**src/verilog/dpcad_regs.vh**
```
// register map, command codes and field positions of the program-control adapter
// -----------------------------------------------------------------------------
// Notes on behaviour
// - adapter commands answer only not-attached, data-check or satisfactory codes.
// - device commands pass by direction; any of eight codes returns.
// - code 2E reads the adapter status word, 2F the diagnostic data.
// - codes 60 prepare, 61 set diagnostic, 62 reset diagnostic; exact codes only.
// - adapter commands execute inside the adapter, never reaching devices.
// - prepare takes level from data bits 27-30, enable from bit 31.
// - one level and one enable serve every device address.
// - each accepted prepare replaces earlier level and enable.
// - a prepare ending in data check leaves level and enable untouched.
// - set diagnostic enters diagnostic mode and clears the diagnostic register.
// - diagnostic mode wraps device-side control and data into the register.
// - set-diagnostic data bits select interrupt and diagnostic function.
// - set diagnostic with bit 16 zero enters local-diagnostic mode.
// - local diagnostic forces both parity-error status bits to zero.
// - local diagnostic masks device interrupts and ignores device data.
// - local diagnostic holds all device-side outputs inactive.
// - local diagnostic answers device commands itself, per selector bits 30-31.
// - selector 00 raises one attention interrupt, zero info byte, until serviced.
// - selector 01 writes copy data in; reads return zeros and clear it.
// - reset diagnostic leaves the mode, clears the register; no-op if not in.
// - status read returns 16 bits, clears parity errors; other successes too.
// -----------------------------------------------------------------------------
`ifndef DPCAD_REGS_VH
`define DPCAD_REGS_VH

// register byte offsets
`define DPCAD_OFF_CMD        8'h00
`define DPCAD_OFF_IMM        8'h04
`define DPCAD_OFF_CTRL       8'h08
`define DPCAD_OFF_RESULT     8'h0C
`define DPCAD_OFF_STATE      8'h10
`define DPCAD_OFF_DIAG       8'h14
`define DPCAD_OFF_ATTN       8'h18

// adapter command codes
`define DPCAD_CMD_RD_STATUS  8'h2E
`define DPCAD_CMD_RD_DIAG    8'h2F
`define DPCAD_CMD_PREPARE    8'h60
`define DPCAD_CMD_SET_DIAG   8'h61
`define DPCAD_CMD_RST_DIAG   8'h62
`define DPCAD_CMD_WR_BIT     6

// completion codes
`define DPCAD_CC_NOT_ATT     3'h0
`define DPCAD_CC_DATA_CHK    3'h5
`define DPCAD_CC_OK          3'h7

// immediate data fields, imm[15] is block bit 16, imm[0] is bit 31
`define DPCAD_IMM_EXT_BIT    15
`define DPCAD_IMM_LVL_HI     4
`define DPCAD_IMM_LVL_LO     1
`define DPCAD_IMM_EN_BIT     0
`define DPCAD_IMM_SEL_HI     1
`define DPCAD_IMM_SEL_LO     0

// diagnostic selector values
`define DPCAD_SEL_ATTN       2'h0
`define DPCAD_SEL_DATA       2'h1
`define DPCAD_SEL_LINES      2'h2
`define DPCAD_SEL_AND        2'h3

// control and attention register bits
`define DPCAD_CTRL_START     0
`define DPCAD_CTRL_PERR      1
`define DPCAD_ATTN_CLR       0

// reset values
`define DPCAD_RST_LEVEL      4'h0
`define DPCAD_RST_ENABLE     1'b0
`define DPCAD_RST_DIAG       16'h0000
`define DPCAD_RST_CMD        16'h0000

`endif

```
**src/verilog/dpcad_ahb.v**
```verilog
// ahb-lite slave front end with one wait state per transfer
`timescale 1ns/100ps
`default_nettype none

module dpcad_ahb (
  input  wire        ref_clk,    // system clock
  input  wire        reset_n,    // async reset, active low
  input  wire        clk_en,     // freezes state when low
  input  wire        hsel,       // slave select
  input  wire [31:0] haddr,      // byte address
  input  wire [1:0]  htrans,     // transfer type
  input  wire        hwrite,     // write transfer
  input  wire [31:0] hwdata,     // write data
  input  wire        hready,     // bus ready
  output reg         hreadyout,  // slave ready
  output reg  [31:0] hrdata,     // read data
  output reg         hresp,      // always okay
  output wire        wr_en,      // register write strobe
  output wire [7:0]  wr_addr,    // register write offset
  output wire [31:0] wr_data,    // register write data
  output wire [7:0]  rd_addr,    // register read offset
  input  wire [31:0] rd_data     // register read value
);

  reg  [7:0] addr_q;  // latched offset
  reg        write_q; // latched direction
  reg        pend_q;  // data phase in progress
  wire       take;

  // address phase accepted on active nonseq or seq
  assign take    = hsel & hready & htrans[1];
  assign wr_en   = pend_q & write_q & clk_en;
  assign wr_addr = addr_q;
  assign wr_data = hwdata;
  assign rd_addr = addr_q;

  // -------------------------------------------------------------------------
  // transfer sequencing
  // -------------------------------------------------------------------------
  always @(posedge ref_clk or negedge reset_n) begin
    if (!reset_n) begin
      addr_q    <= 8'h00;
      write_q   <= 1'b0;
      pend_q    <= 1'b0;
      hreadyout <= 1'b1;
      hrdata    <= 32'h00000000;
      hresp     <= 1'b0;
    end else if (clk_en) begin
      hresp <= 1'b0;
      if (take) begin
        addr_q    <= haddr[7:0];
        write_q   <= hwrite;
        pend_q    <= 1'b1;
        hreadyout <= 1'b0;
      end else if (pend_q) begin
        pend_q    <= 1'b0;
        hreadyout <= 1'b1;
        if (!write_q) begin
          hrdata <= rd_data;
        end
      end
    end
  end

endmodule // dpcad_ahb

`default_nettype wire

```
**src/verilog/dpcad_top.v**
```verilog
// command decode and diagnostic control of the program-control adapter
`timescale 1ns/100ps
`default_nettype none
`include "dpcad_regs.vh"

module dpcad_top #(
  parameter [3:0] JUMPER_ADDR = 4'h0  // high address nibble of the card
) (
  input  wire        ref_clk,      // 10 MHz system clock
  input  wire        reset_n,      // async reset, active low
  input  wire        clk_en,       // freezes state when low
  input  wire        hsel,         // ahb slave select
  input  wire [31:0] haddr,        // ahb address
  input  wire [1:0]  htrans,       // ahb transfer type
  input  wire        hwrite,       // ahb write
  input  wire [2:0]  hsize,        // ahb size, words only
  input  wire [31:0] hwdata,       // ahb write data
  input  wire        hready,       // ahb bus ready
  output wire        hreadyout,    // ahb slave ready
  output wire [31:0] hrdata,       // ahb read data
  output wire        hresp,        // ahb response
  output reg         dev_strobe,   // device command valid
  output reg         dev_write,    // device command is write
  output reg  [6:0]  dev_cmd,      // function and modifier lines
  output reg  [3:0]  dev_addr,     // device address lines
  output reg  [15:0] dev_wdata,    // data toward device
  input  wire        dev_ack,      // device command done
  input  wire [2:0]  dev_cc,       // device completion code
  input  wire [15:0] dev_rdata,    // data from device
  input  wire        dev_in_perr,  // device data parity error
  input  wire [15:0] dev_irq,      // device interrupt requests
  output reg         irq_req,      // interrupt to channel
  output reg  [3:0]  irq_level,    // prepared level
  output reg  [3:0]  irq_dev       // interrupting device address
);

  localparam [1:0] S_IDLE = 2'b01;
  localparam [1:0] S_DEV  = 2'b10;

  wire        wr_en;
  wire [7:0]  wr_addr;
  wire [31:0] wr_data;
  wire [7:0]  rd_addr;
  reg  [31:0] rd_data;

  reg  [1:0]  state_q;
  reg  [15:0] cmd_q;       // command byte and device address
  reg  [15:0] imm_q;       // immediate data
  reg  [2:0]  cc_q;        // last completion code
  reg  [15:0] res_q;       // last returned data
  reg         diag_on_q;   // any diagnostic mode
  reg         local_q;     // local-diagnostic mode
  reg  [1:0]  sel_q;       // diagnostic selector
  reg  [3:0]  lvl_q;       // prepared level
  reg         en_q;        // prepared enable
  reg         attn_q;      // attention pending
  reg         operr_q;     // output parity error
  reg         iperr_q;     // input parity error
  reg  [15:0] diag_q;      // diagnostic register

  wire [7:0]  cbyte;
  wire [7:0]  daddr;
  wire        attached;
  wire        is_adapter;
  wire        is_wr;
  wire [15:0] ctl_word;
  wire [15:0] stat_word;
  wire        start;
  wire        perr_in;
  wire [3:0]  pick [0:16];

  // -------------------------------------------------------------------------
  // bus slave
  // -------------------------------------------------------------------------
  dpcad_ahb u_ahb (
    .ref_clk   (ref_clk),
    .reset_n   (reset_n),
    .clk_en    (clk_en),
    .hsel      (hsel),
    .haddr     (haddr),
    .htrans    (htrans),
    .hwrite    (hwrite),
    .hwdata    (hwdata),
    .hready    (hready),
    .hreadyout (hreadyout),
    .hrdata    (hrdata),
    .hresp     (hresp),
    .wr_en     (wr_en),
    .wr_addr   (wr_addr),
    .wr_data   (wr_data),
    .rd_addr   (rd_addr),
    .rd_data   (rd_data)
  );

  // -------------------------------------------------------------------------
  // command decode
  // -------------------------------------------------------------------------
  assign cbyte      = cmd_q[7:0];
  assign daddr      = cmd_q[15:8];
  assign attached   = (daddr[7:4] == JUMPER_ADDR);
  // only the five exact adapter codes are taken as adapter commands
  assign is_adapter = (cbyte == `DPCAD_CMD_RD_STATUS) | (cbyte == `DPCAD_CMD_RD_DIAG) |
                      (cbyte == `DPCAD_CMD_PREPARE) | (cbyte == `DPCAD_CMD_SET_DIAG) |
                      (cbyte == `DPCAD_CMD_RST_DIAG);
  assign is_wr      = cbyte[`DPCAD_CMD_WR_BIT];
  // control lines as the devices would see them
  assign ctl_word   = {5'h00, cbyte[6:0], daddr[3:0]};
  // parity bits read zero while local
  assign stat_word  = {operr_q & ~local_q, iperr_q & ~local_q, 12'h000, local_q, diag_on_q};
  assign start      = wr_en & (wr_addr == `DPCAD_OFF_CTRL) & wr_data[`DPCAD_CTRL_START] &
                      state_q[0];
  assign perr_in    = wr_data[`DPCAD_CTRL_PERR];

  // lowest requesting device wins
  assign pick[16] = 4'h0;
  genvar gi;
  generate
    for (gi = 0; gi < 16; gi = gi + 1) begin : g_pick
      localparam [3:0] DEV_NUM = gi; // device number of this stage
      assign pick[gi] = dev_irq[gi] ? DEV_NUM : pick[gi+1];
    end
  endgenerate

  // register read mux
  always @* begin
    rd_data = 32'h00000000;
    case (rd_addr)
      `DPCAD_OFF_CMD:    rd_data = {16'h0000, cmd_q};
      `DPCAD_OFF_IMM:    rd_data = {16'h0000, imm_q};
      `DPCAD_OFF_CTRL:   rd_data = {31'h00000000, state_q[1]};
      `DPCAD_OFF_RESULT: rd_data = {state_q[1], 12'h000, cc_q, res_q};
      `DPCAD_OFF_STATE:  rd_data = {stat_word, 6'h00, attn_q, en_q, lvl_q, sel_q,
                                    local_q, diag_on_q};
      `DPCAD_OFF_DIAG:   rd_data = {16'h0000, diag_q};
      `DPCAD_OFF_ATTN:   rd_data = {31'h00000000, attn_q};
      default:           rd_data = 32'h00000000;
    endcase
  end

  // -------------------------------------------------------------------------
  // command execution
  // -------------------------------------------------------------------------
  always @(posedge ref_clk or negedge reset_n) begin
    if (!reset_n) begin
      state_q    <= S_IDLE;
      cmd_q      <= `DPCAD_RST_CMD;
      imm_q      <= 16'h0000;
      cc_q       <= `DPCAD_CC_OK;
      res_q      <= 16'h0000;
      diag_on_q  <= 1'b0;
      local_q    <= 1'b0;
      sel_q      <= `DPCAD_SEL_ATTN;
      lvl_q      <= `DPCAD_RST_LEVEL;
      en_q       <= `DPCAD_RST_ENABLE;
      attn_q     <= 1'b0;
      operr_q    <= 1'b0;
      iperr_q    <= 1'b0;
      diag_q     <= `DPCAD_RST_DIAG;
      dev_strobe <= 1'b0;
      dev_write  <= 1'b0;
      dev_cmd    <= 7'h00;
      dev_addr   <= 4'h0;
      dev_wdata  <= 16'h0000;
    end else if (clk_en) begin
      // channel services the attention request
      if (wr_en & (wr_addr == `DPCAD_OFF_ATTN) & wr_data[`DPCAD_ATTN_CLR]) begin
        attn_q <= 1'b0;
      end
      if (wr_en & (wr_addr == `DPCAD_OFF_CMD)) begin
        cmd_q <= wr_data[15:0];
      end
      if (wr_en & (wr_addr == `DPCAD_OFF_IMM)) begin
        imm_q <= wr_data[15:0];
      end
      case (state_q)
        S_IDLE: begin
          if (start) begin
            res_q <= 16'h0000;
            if (!attached) begin
              cc_q <= `DPCAD_CC_NOT_ATT;
            end else if (perr_in) begin
              // data check: nothing applied, registers kept
              cc_q    <= `DPCAD_CC_DATA_CHK;
              operr_q <= ~local_q;
            end else if (is_adapter) begin
              // handled here, devices never see it
              cc_q    <= `DPCAD_CC_OK;
              operr_q <= 1'b0;
              iperr_q <= 1'b0;
              case (cbyte)
                `DPCAD_CMD_RD_STATUS: begin
                  res_q <= stat_word;
                end
                `DPCAD_CMD_RD_DIAG: begin
                  res_q <= diag_q;
                end
                `DPCAD_CMD_PREPARE: begin
                  // single level and enable for all devices
                  lvl_q <= imm_q[`DPCAD_IMM_LVL_HI:`DPCAD_IMM_LVL_LO];
                  en_q  <= imm_q[`DPCAD_IMM_EN_BIT];
                end
                `DPCAD_CMD_SET_DIAG: begin
                  diag_on_q <= 1'b1;
                  diag_q    <= `DPCAD_RST_DIAG;
                  local_q   <= ~imm_q[`DPCAD_IMM_EXT_BIT];
                  sel_q     <= imm_q[`DPCAD_IMM_SEL_HI:`DPCAD_IMM_SEL_LO];
                  if (~imm_q[`DPCAD_IMM_EXT_BIT] &
                      (imm_q[`DPCAD_IMM_SEL_HI:`DPCAD_IMM_SEL_LO] == `DPCAD_SEL_ATTN)) begin
                    attn_q <= 1'b1;
                  end
                end
                `DPCAD_CMD_RST_DIAG: begin
                  if (diag_on_q) begin
                    diag_on_q <= 1'b0;
                    local_q   <= 1'b0;
                    sel_q     <= `DPCAD_SEL_ATTN;
                    diag_q    <= `DPCAD_RST_DIAG;
                  end
                end
                default: begin
                  res_q <= 16'h0000;
                end
              endcase
            end else if (local_q) begin
              // answered locally per selector
              // device strobe and lines stay idle here
              cc_q    <= `DPCAD_CC_OK;
              operr_q <= 1'b0;
              iperr_q <= 1'b0;
              case (sel_q)
                `DPCAD_SEL_DATA: begin
                  diag_q <= is_wr ? imm_q : 16'h0000;
                end
                `DPCAD_SEL_LINES: begin
                  diag_q <= ctl_word;
                end
                `DPCAD_SEL_AND: begin
                  diag_q <= is_wr ? (imm_q & ctl_word) : 16'h0000;
                end
                default: begin
                  diag_q <= diag_q;
                end
              endcase
            end else begin
              // pass through unchanged
              state_q    <= S_DEV;
              dev_strobe <= 1'b1;
              dev_write  <= is_wr;
              dev_cmd    <= cbyte[6:0];
              dev_addr   <= daddr[3:0];
              dev_wdata  <= imm_q;
            end
          end
        end
        S_DEV: begin
          if (dev_ack) begin
            state_q    <= S_IDLE;
            dev_strobe <= 1'b0;
            dev_write  <= 1'b0;
            dev_cmd    <= 7'h00;
            dev_addr   <= 4'h0;
            dev_wdata  <= 16'h0000;
            cc_q       <= dev_cc;
            res_q      <= dev_write ? 16'h0000 : dev_rdata;
            if (dev_in_perr) begin
              iperr_q <= 1'b1;
            end else if (dev_cc == `DPCAD_CC_OK) begin
              operr_q <= 1'b0;
              iperr_q <= 1'b0;
            end
            if (diag_on_q) begin
              diag_q <= dev_rdata;
            end
          end
        end
        default: begin
          state_q <= S_IDLE;
        end
      endcase
    end
  end

  // -------------------------------------------------------------------------
  // interrupt request toward the channel
  // -------------------------------------------------------------------------
  always @(posedge ref_clk or negedge reset_n) begin
    if (!reset_n) begin
      irq_req   <= 1'b0;
      irq_level <= `DPCAD_RST_LEVEL;
      irq_dev   <= 4'h0;
    end else if (clk_en) begin
      // device requests masked while local
      irq_req   <= attn_q | (en_q & ~local_q & (|dev_irq));
      irq_level <= lvl_q;
      irq_dev   <= attn_q ? 4'h0 : pick[0];
    end
  end

endmodule // dpcad_top

`default_nettype wire

```
**config.mk**
```make
export PLATFORM = sky130hd
export DESIGN_NAME = dpcad_top
export DESIGN_NICKNAME = d
export VERILOG_FILES = /design/src/verilog/dpcad_ahb.v /design/src/verilog/dpcad_top.v
export VERILOG_INCLUDE_DIRS = /design/src /design/src/verilog
export SDC_FILE = /design/constraint.sdc
export NUM_CORES = 1
export LEC_CHECK = 0
export BUFFER_PORTS_ARGS = -buffer_cell sky130_fd_sc_hd__buf_4
export CORE_MARGIN = 2
export CORE_UTILIZATION = 50
export CTS_BUF_LIST = sky130_fd_sc_hd__clkbuf_8
export CTS_CLUSTER_DIAMETER = 50
export DETAILED_ROUTE_END_ITERATION = 16
export PLACE_DENSITY = 0.85
export SETUP_SLACK_MARGIN = 0.4
export SYNTH_ARGS = -nofsm -noshare
export SYNTH_HDL_FRONTEND = slang
export SYNTH_SLANG_ARGS = --single-unit
```
**constraint.sdc**
```tcl
create_clock -name ref_clk -period 2.6 [get_ports ref_clk]
set_input_delay 0.52 -clock ref_clk [delete_from_list [all_inputs] [get_ports ref_clk]]
set_output_delay 0.52 -clock ref_clk [all_outputs]
set_load 0.01 [all_outputs]
```
Yosys cells after proc, flatten, opt, wreduce, memory -nomap -nowiden
Index checks and enable logic that the tools add are counted.
{"block": "word_totals", "register_bits": 162, "output_inout_bits": 72, "elab_cells": 228}
{"block": "op_classes", "eq_ne": 34, "mux": 118, "n_bitwise": 27, "n_reduce_logical": 22}
{"op": "$mux W16", "count": 22}
{"op": "$pmux W32 S7", "count": 1}
{"op": "$pmux W16 S2", "count": 5}
{"op": "$mux W4", "count": 23}
{"op": "$pmux W16 S3", "count": 1}
{"op": "$mux W7", "count": 6}
{"op": "$mux W1", "count": 36}
{"op": "$reduce_and A8 Y1", "count": 4}
{"op": "$eq A8 B5 Y1 const B", "count": 3}
{"op": "$eq A8 B7 Y1 const B", "count": 3}
{"op": "$reduce_and A7 Y1", "count": 3}
{"op": "$ne A2 B2 Y1 const B", "count": 10}
{"op": "$mux W3", "count": 6}
{"op": "$and A1 B1 Y1", "count": 16}
{"op": "$and A16 B11 Y16", "count": 1}
{"op": "$eq A8 B4 Y1 const B", "count": 2}
{"op": "$eq A8 B6 Y1 const B", "count": 2}
{"op": "$reduce_or A16 Y1", "count": 1}
{"op": "$mux W2", "count": 7}
{"op": "$pmux W7 S2", "count": 1}
{"op": "$ne A4 B4 Y1 const B", "count": 3}
{"op": "$pmux W1 S2", "count": 6}
{"op": "$reduce_and A11 Y1", "count": 1}
{"op": "$eq A8 B3 Y1 const B", "count": 1}
{"op": "other kinds (18)", "count": 37}

Depth between registers and ports, before layout
Gate-level depths: netlist (run 1).
{"block": "depth", "word_depth": 17, "mapped_depth": 9, "ltp_nobuf": 7}

Cells and area by module
A second synthesis (run 1) with hierarchy kept.
{"block": "unflattened", "hier_cells": 803, "area_unflattened_um2": 8313.0}
{"mod": "dpcad_top", "n_inst": 1, "cells_per_inst": 665, "area_each_um2": 6361.1, "seq_area_each_um2": 2957.8}
{"mod": "dpcad_ahb", "n_inst": 1, "cells_per_inst": 138, "area_each_um2": 1951.9, "seq_area_each_um2": 1077.3}

Worst setup path after synthesis (run 1)
Ideal clock, no wire load.
{"block": "synth_path", "path_type": "register -> register", "startpoint": "reg u_ahb.addr_q[2], in the netlist u_ahb.rd_addr[2]", "endpoint": "reg diag_q[10]", "setup_time_ns": 0.125, "arrival_time_ns": 2.711, "required_ns": 2.475, "setup_slack_ns": -0.236, "path_stages_with_launch": 9, "path_cell_list": "dfrtp_1 -> buf_6 -> or4b_4 -> nor4_4 -> a31o_4 -> o311ai_4 -> a2111oi_4 -> buf_6 -> mux2_4"}
{"block": "synth_via", "elab_chain_cells": 6}
{"item": "start, declared", "line": "dpcad_ahb.v:25", "text": "reg [7:0] addr_q;"}
{"item": "start signal, assigned", "line": "dpcad_ahb.v:51", "text": "addr_q <= haddr[7:0];"}
{"item": "$eq A8 B4 Y1"}
{"item": "$and A1 B1 Y1 (3 in a row)", "line": "dpcad_top.v:110", "text": "assign start = wr_en & (wr_addr == `DPCAD_OFF_CTRL) & wr_data[`DPCAD_CTRL_START] &"}
{"item": "$ne A2 B2 Y1 (no source line)"}
{"item": "$reduce_and A11 Y1 (no source line)"}
{"item": "end signal, assigned", "line": "dpcad_top.v:158", "text": "diag_q <= `DPCAD_RST_DIAG;"}
{"item": "end signal, assigned", "line": "dpcad_top.v:204", "text": "diag_q <= `DPCAD_RST_DIAG;"}
{"item": "end signal, assigned", "line": "dpcad_top.v:217", "text": "diag_q <= `DPCAD_RST_DIAG;"}
{"item": "end, declared", "line": "dpcad_top.v:59", "text": "reg [15:0] diag_q;"}
Every way passes these cells.
A chain may end at the register's enable or synchronous reset.

Final worst setup path (run 1)
{"block": "layout_path", "startpoint": "reg u_ahb.addr_q[0], in the netlist u_ahb.rd_addr[0]", "endpoint": "reg diag_q[2]"}
The elaborated chain is that of the path after synthesis.

==> metrics.txt, run 1 <==
Slew headroom 0.497; initial antenna violation count 0; drc violations 0; Syn Area/Cell 10.5 µm²; IO buf count approximately 130; cts bufs inserted 17; GRT Overall Usage 0.270; Max Cap Viol 0; Setup crit end kind register; largest net degree at the start of global routing 64; DR vias/cell 6.46; Arr. time, crit path 2890 ps; WL/cell approximately 23 µm; Power Density approximately 560 nW/µm²; Pre-antenna DRT Iters 7; Clock Latency Late Sink 480 ps; minimum clock period roughly 2500 ps; Final period util 0.977; global route total overflow 0; setup_tns 0 ps; worst-margin pin slew ~750 ps; Critical-path top delay cell or4b_4; first-pass GRT wire length 33000 µm; DR iter-0 viols 859; I/O pin total 184; die height ~120 µm; Hold Vio Cnt, Final 0; Chip Width about 120 µm; final WL roughly 24000 µm; synth-to-layout area growth 34.6%; gpl congestion slightly above 0.9; cts hold-fix bufs 0; Distinct cells, synth 66; worst hold slack 28.2 ps; initial core utilization 0.507; DP HPWL between 10000 and 15000 µm; H-tree levels 4; root buffer cell clkbuf_8; Worst EP required approximately 3000 ps; Design Power 5.51 mW; CTS tree yes; crit path cell chain or4b_4, nor4_4, a31o_4, o311ai_4, a2111oi_4, buf_12, mux2_2; Post-synth EDFFs 0; Post-Syn Area roughly 7300 µm²; yosys warns 0; CTS clk-pin slew, worst paths approximately 80 ps; vias in the first global route between 6000 and 7000; FF+latch count, synth 150; Final #Nets just under 1000; share of layout cells above drive strength 1 0.406; Static Leak ~4.7 nW; crit-path max cell delay approximately 570 ps; core box area ~14000 µm²; Hold WC Path Type in2async; # rows 44; register area share after synthesis 0.517; Fin Clk Skew around 12 ps; Max Fanout on Critical Path 16; Vias ~6900; # clock sinks 150; diode count 0; fill cell count 946; FFs w/ async S/R, synth 1.00; critical path startpoint category register; Max clock buf depth 2; main flop type after synthesis dfrtp_1; status completed; f_max 394 MHz; die area 15500 µm²; Final Max Slew Viols 0; RSZ-0062 raised after global routing yes; Worst IR Drop VDD roughly 0.00030 V; final setup fails 0; post-route antenna net violation count 0; commonest non-fill, non-tap cell in the layout buf_4; Synth Instances approximately 700; crit path kind reg2reg; most frequent cells in the layout buf_4 (166), dfrtp_1 (144), nand2_1 (95)
-- per-stage QoR --
step	std cells	cell area [µm²]	worst slack, ps	utilization
floorplan	706	7410	8.68	-
global placement	1006	8720	84.4	0.607
detailed placement	1006	8720	78.1	0.607
CTS	1046	9280	123	0.646
global route	1061	9800	9.44	0.682
finish	1061	9800	59.1	0.682
-- cells by family after synthesis --
logic type / Yosys count / synth area share
compound gates: 186 / 0.184
fa+ha+maj: 2 / 0.00344
buf+inv: 72 / 0.0471
flops: 150 / 0.517
mux: 65 / 0.105
other cells: 1 / 0.000515
simple gates: 219 / 0.143
-- cell type report --
class	instances	area, µm²	area share
clock buffers	18	248	0.0253
clock inverters	14	184	0.0188
inverters	17	63.8	0.00651
multi-input cells	484	3580	0.366
flip-flops and latches	150	3760	0.384
well taps	184	230	0.0235
repair buffers	194	1730	0.177
-- cell usage after synthesis, drive strengths merged, types with 5 or more instances --
cell type | number | area (µm²)
o21ai | 26 | 130
mux2 | 62 | 736
dfrtp | 145 | 3630
dfstp | 5 | 131
a221oi | 9 | 78.8
a21oi | 50 | 250
nand3 | 7 | 35.0
inv | 17 | 63.8
a32o | 5 | 50.1
a31oi | 9 | 56.3
nand2 | 96 | 360
o31ai | 12 | 90.1
nor2b | 16 | 100
clkbuf | 31 | 116
buf | 24 | 163
a22oi | 15 | 113
a22o | 28 | 245
nor4 | 10 | 90.1
nor2 | 52 | 195
a222oi | 8 | 80.1
nor3 | 8 | 45.0
-- repair_timing --
item	in CTS	in global routing
setup buffers	8	8
endpoints found under the setup margin	105	118
cloned	0	7
pin swaps	3	20
resized for setup	17	75
-- flip-flops by register name (all words and copies together) (netlist names), 2 cells and up --
name           cells
cc_q               3
cmd_q             16
dev_addr           4
dev_cmd            6
dev_wdata         16
diag_q            16
imm_q             16
irq_dev            4
irq_level          4
lvl_q              4
res_q             16
sel_q              2
state_q            2
u_ahb.hrdata      21
u_ahb.rd_addr      8
-- critical path: cells and delay by family, from the launching register on --
| family | cells | cell delay [ps] |
|---|---|---|
| AO/OA/AOI/OAI | 3 | 630 |
| buffers and inverters | 1 | 230 |
| flip-flops | 1 | 390 |
| multiplexers | 1 | 350 |
| AND/OR/NAND/NOR | 2 | 830 |
-- power breakdown --
part,switching (mW),internal [mW],total (mW)
logic,0.444,0.409,0.853
clock network,0.944,1.06,2.01
registers,0.155,2.50,2.65
-- metal layers --
layer / GRT usage / share of wire
met5: 0 / 0
met1: 0.346 / 0.36
met3: 0.0580 / 0.11
met4: 0.132 / 0.058
met2: 0.437 / 0.47
-- path summary, 6_finish.rpt --
kind                       slack, ps          endpoint        startpoint  cells after the start
setup / recovery                  60         diag_q[2]  u_ahb.rd_addr[0]                      7
hold / removal                    30         cmd_q[14]           reset_n                      1
setup reg to reg                  60         diag_q[2]  u_ahb.rd_addr[0]                      7
hold reg to reg                  470           cc_q[2]           cc_q[2]                      2
max in group asynchronous       1830        state_q[0]           reset_n                      2
min in group ref_clk             230  u_ahb.rd_addr[7]          haddr[7]                      3
No activity file was read; power rests on OpenSTA's default activity.
==> run 2, diff against run 1 <==
--- a/config.mk
+++ b/config.mk
@@ -13,6 +13,7 @@
 export CTS_CLUSTER_DIAMETER = 50
 export DETAILED_ROUTE_END_ITERATION = 16
 export PLACE_DENSITY = 0.85
+export RECOVER_POWER = 100
 export SETUP_SLACK_MARGIN = 0.4
 export SYNTH_ARGS = -nofsm -noshare
 export SYNTH_HDL_FRONTEND = slang
==> constraint.sdc (replaced) <==
create_clock -name ref_clk -period 2.6 [get_ports ref_clk]
set_input_delay 0.52 -clock ref_clk [delete_from_list [all_inputs] [get_ports ref_clk]]
set_output_delay 0.52 -clock ref_clk [all_outputs]
set_load 0.1 [all_outputs]
==> metrics.txt, run 2 (synthesis results as in run 1) <==
status finished with violations (was completed); I/O pin total 184 (unchanged); Sw Ratio 0.343 (was 0.280); final WL 27500 µm (was 24500 µm); vias in the first global route 6891 (was 6204); Setup crit end kind register (unchanged); cts bufs inserted 17 (unchanged); # rows 44 (unchanged); Max Cap Viol 0 (unchanged); share of layout cells above drive strength 1 0.368 (was 0.406); Hold WC Path Type in2reg (was in2async); Psw 2.00 mW (was 1.54 mW); root buffer cell clkbuf_8 (unchanged); most frequent cells in the layout dfrtp_1 (145), buf_4 (113), nand2_1 (86) (was buf_4 (166), dfrtp_1 (144), nand2_1 (95)); worst slack, placed 12.7 ps (was 78.1 ps); final setup fails 64 (was 0); largest net degree at the start of global routing 65 (was 64); Max Fanout on Critical Path 8 (was 16); Hold Path Stages 3; first-pass GRT wire length 37800 µm (was 33000 µm); initial core utilization 0.507 (unchanged); worst-margin pin slew 1470 ps (was 750 ps); Power Density 589 nW/µm² (was 563 nW/µm²); cts hold-fix bufs 0 (unchanged); Reg2Reg Depth 8 (was 7); initial antenna violation count 0 (unchanged); Final #Nets 997 (was 978); Reg with most FFs u_ahb.hrdata (unchanged); synth-to-layout area growth 36.2% (was 34.6%); Clock Latency Late Sink 480 ps (about the same); Static Leak 4.61 nW (was 4.66 nW); post-route antenna net violation count 0 (unchanged); area taken by flip-flops and latches 3760 µm² (about the same); Inst Count DP 1007 (was 1006); CTS tree yes (unchanged); WL/cell 25.5 µm (was 23.1 µm); # clock sinks 150 (unchanged); max reg flops 21 (unchanged); critical path startpoint category register (unchanged); drc violations 0 (unchanged); DR iter-0 viols 1045 (was 859); Slew headroom 0.0192 (was 0.497); sequential power share 0.455 (was 0.481); worst hold slack 233 ps (was 28.2 ps); Worst IR Drop VDD 0.000420 V (was 0.000300 V); Worst EP required 2960 ps (was 2950 ps); DR vias/cell 6.68 (was 6.46); Max clock buf depth 2 (unchanged); commonest non-fill, non-tap cell in the layout dfrtp_1 (was buf_4); Fin Clk Skew 17.7 ps (was 12.1 ps); clock network fraction of total power 0.313 (was 0.364); fill cell count 965 (was 946); failing checks setup timing; diode count 0 (unchanged); crit path kind reg2reg (unchanged); Arr. time, crit path 3130 ps (was 2890 ps); Final Max Slew Viols 0 (unchanged); CTS clk-pin slew, worst paths 90 ps (was 80 ps); Comb pwr share 0.233 (was 0.155); Final period util 1.07 (was 0.977); Vias 7214 (was 6859); Pre-antenna DRT Iters 8 (was 7); die height 125 µm (unchanged); H-tree levels 4 (unchanged); Internal 3.84 mW (was 3.97 mW); reg-to-reg slack, setup -170 ps (was 60 ps); Chip Width 125 µm (unchanged); gpl congestion 0.953 (was 0.918); Final WS setup -169 ps (was 59.1 ps); final cell count without fillers 1080 (was 1061); f_max 361 MHz (was 394 MHz); GRT Overall Usage 0.315 (was 0.270); minimum clock period 2770 ps (was 2540 ps); Hold Vio Cnt, Final 0 (unchanged); DP HPWL 13900 µm (about the same); RSZ-0062 raised after global routing yes (unchanged); global route total overflow 0 (unchanged); IO buf count 127 (unchanged); core box area 14400 µm² (unchanged); area of the multi-input gates 3820 µm² (was 3580 µm²); die area 15500 µm² (unchanged)
[run 2: cell types whose count changed in the layout (fill, tap and decap cells not counted), moves of 6 or more]
cell / change
clkbuf_2: +6
clkbuf_1: +60
buf_6: +6
mux2_4: +23
nand2_2: +7
o21ai_1: +10
nand2_1: -9
nor2_1: +7
buf_4: -53
mux2_2: -23
a221oi_1: -7
nor2_4: -6
o21ai_0: -12
[run 2: per-layer routing]
layer / vias to the layer above / track usage / share of wire
met5: - / 0 / 0
met4: 0 / 0.178 / 0.090
met3: 234 / 0.0868 / 0.12
met2: 678 / 0.492 / 0.45
met1: 3427 / 0.395 / 0.34
li1: 2875 / - / -
[run 2: worst max-delay path: stages (launching register included)]
cell and delay, ps:
dfrtp_1 420, or4b_4 580, nor4_4 310, a31o_4 240, o311ai_4 140, a2111oi_4 260, buf_4 200, clkbuf_16 180
mux2_4 320
[run 2: worst paths after layout]
path / start / end
max: u_ahb.rd_addr[0] / diag_q[14]
max in group asynchronous: reset_n / dev_wdata[1]
max reg2reg: u_ahb.rd_addr[0] / diag_q[14]
min: haddr[0] / u_ahb.rd_addr[0]
min in group asynchronous: reset_n / cmd_q[13]
min reg2reg: u_ahb.hrdata[18] / u_ahb.hrdata[18]
[run 2: metrics by stage]
stage	cell area [µm²]	utilization	total power, mW	TNS, ps
final	9910	0.690	5.84	-3370
after global placement	8710	0.606	3.70	0
after CTS	9690	0.674	5.66	0
after detailed placement	8710	0.606	3.72	0
after global routing	9910	0.690	5.99	-4410
after floorplan	7410	-	3.37	0
[run 2: area by class of cell]
class                           count  share of cell area
Clock buffer                       20              0.0278
Clock inverter                     12              0.0111
Inverter                           17             0.00644
Multi-Input combinational cell    484               0.386
Sequential cell                   150               0.379
Tap cell                          184              0.0232
Timing Repair Buffer              213               0.167
[run 2: power by group through the flow]
stage	Combinational [mW]	Clock [mW]	Sequential [mW]
4_1_cts	1.23	1.80	2.62
3_3_place_gp	1.06	0	2.65
3_5_place_dp	1.07	0	2.65
2_1_floorplan	0.399	0	2.97
5_1_grt	1.41	1.91	2.66
6_report	1.36	1.83	2.65
[run 2: what timing repair did]
item                       CTS  global route
cloned                       9             1
pin swaps                   10            23
buffers inserted            21            10
hold endpoints to repair     0             0
setup endpoints to repair  109           126
resized for setup           63           108
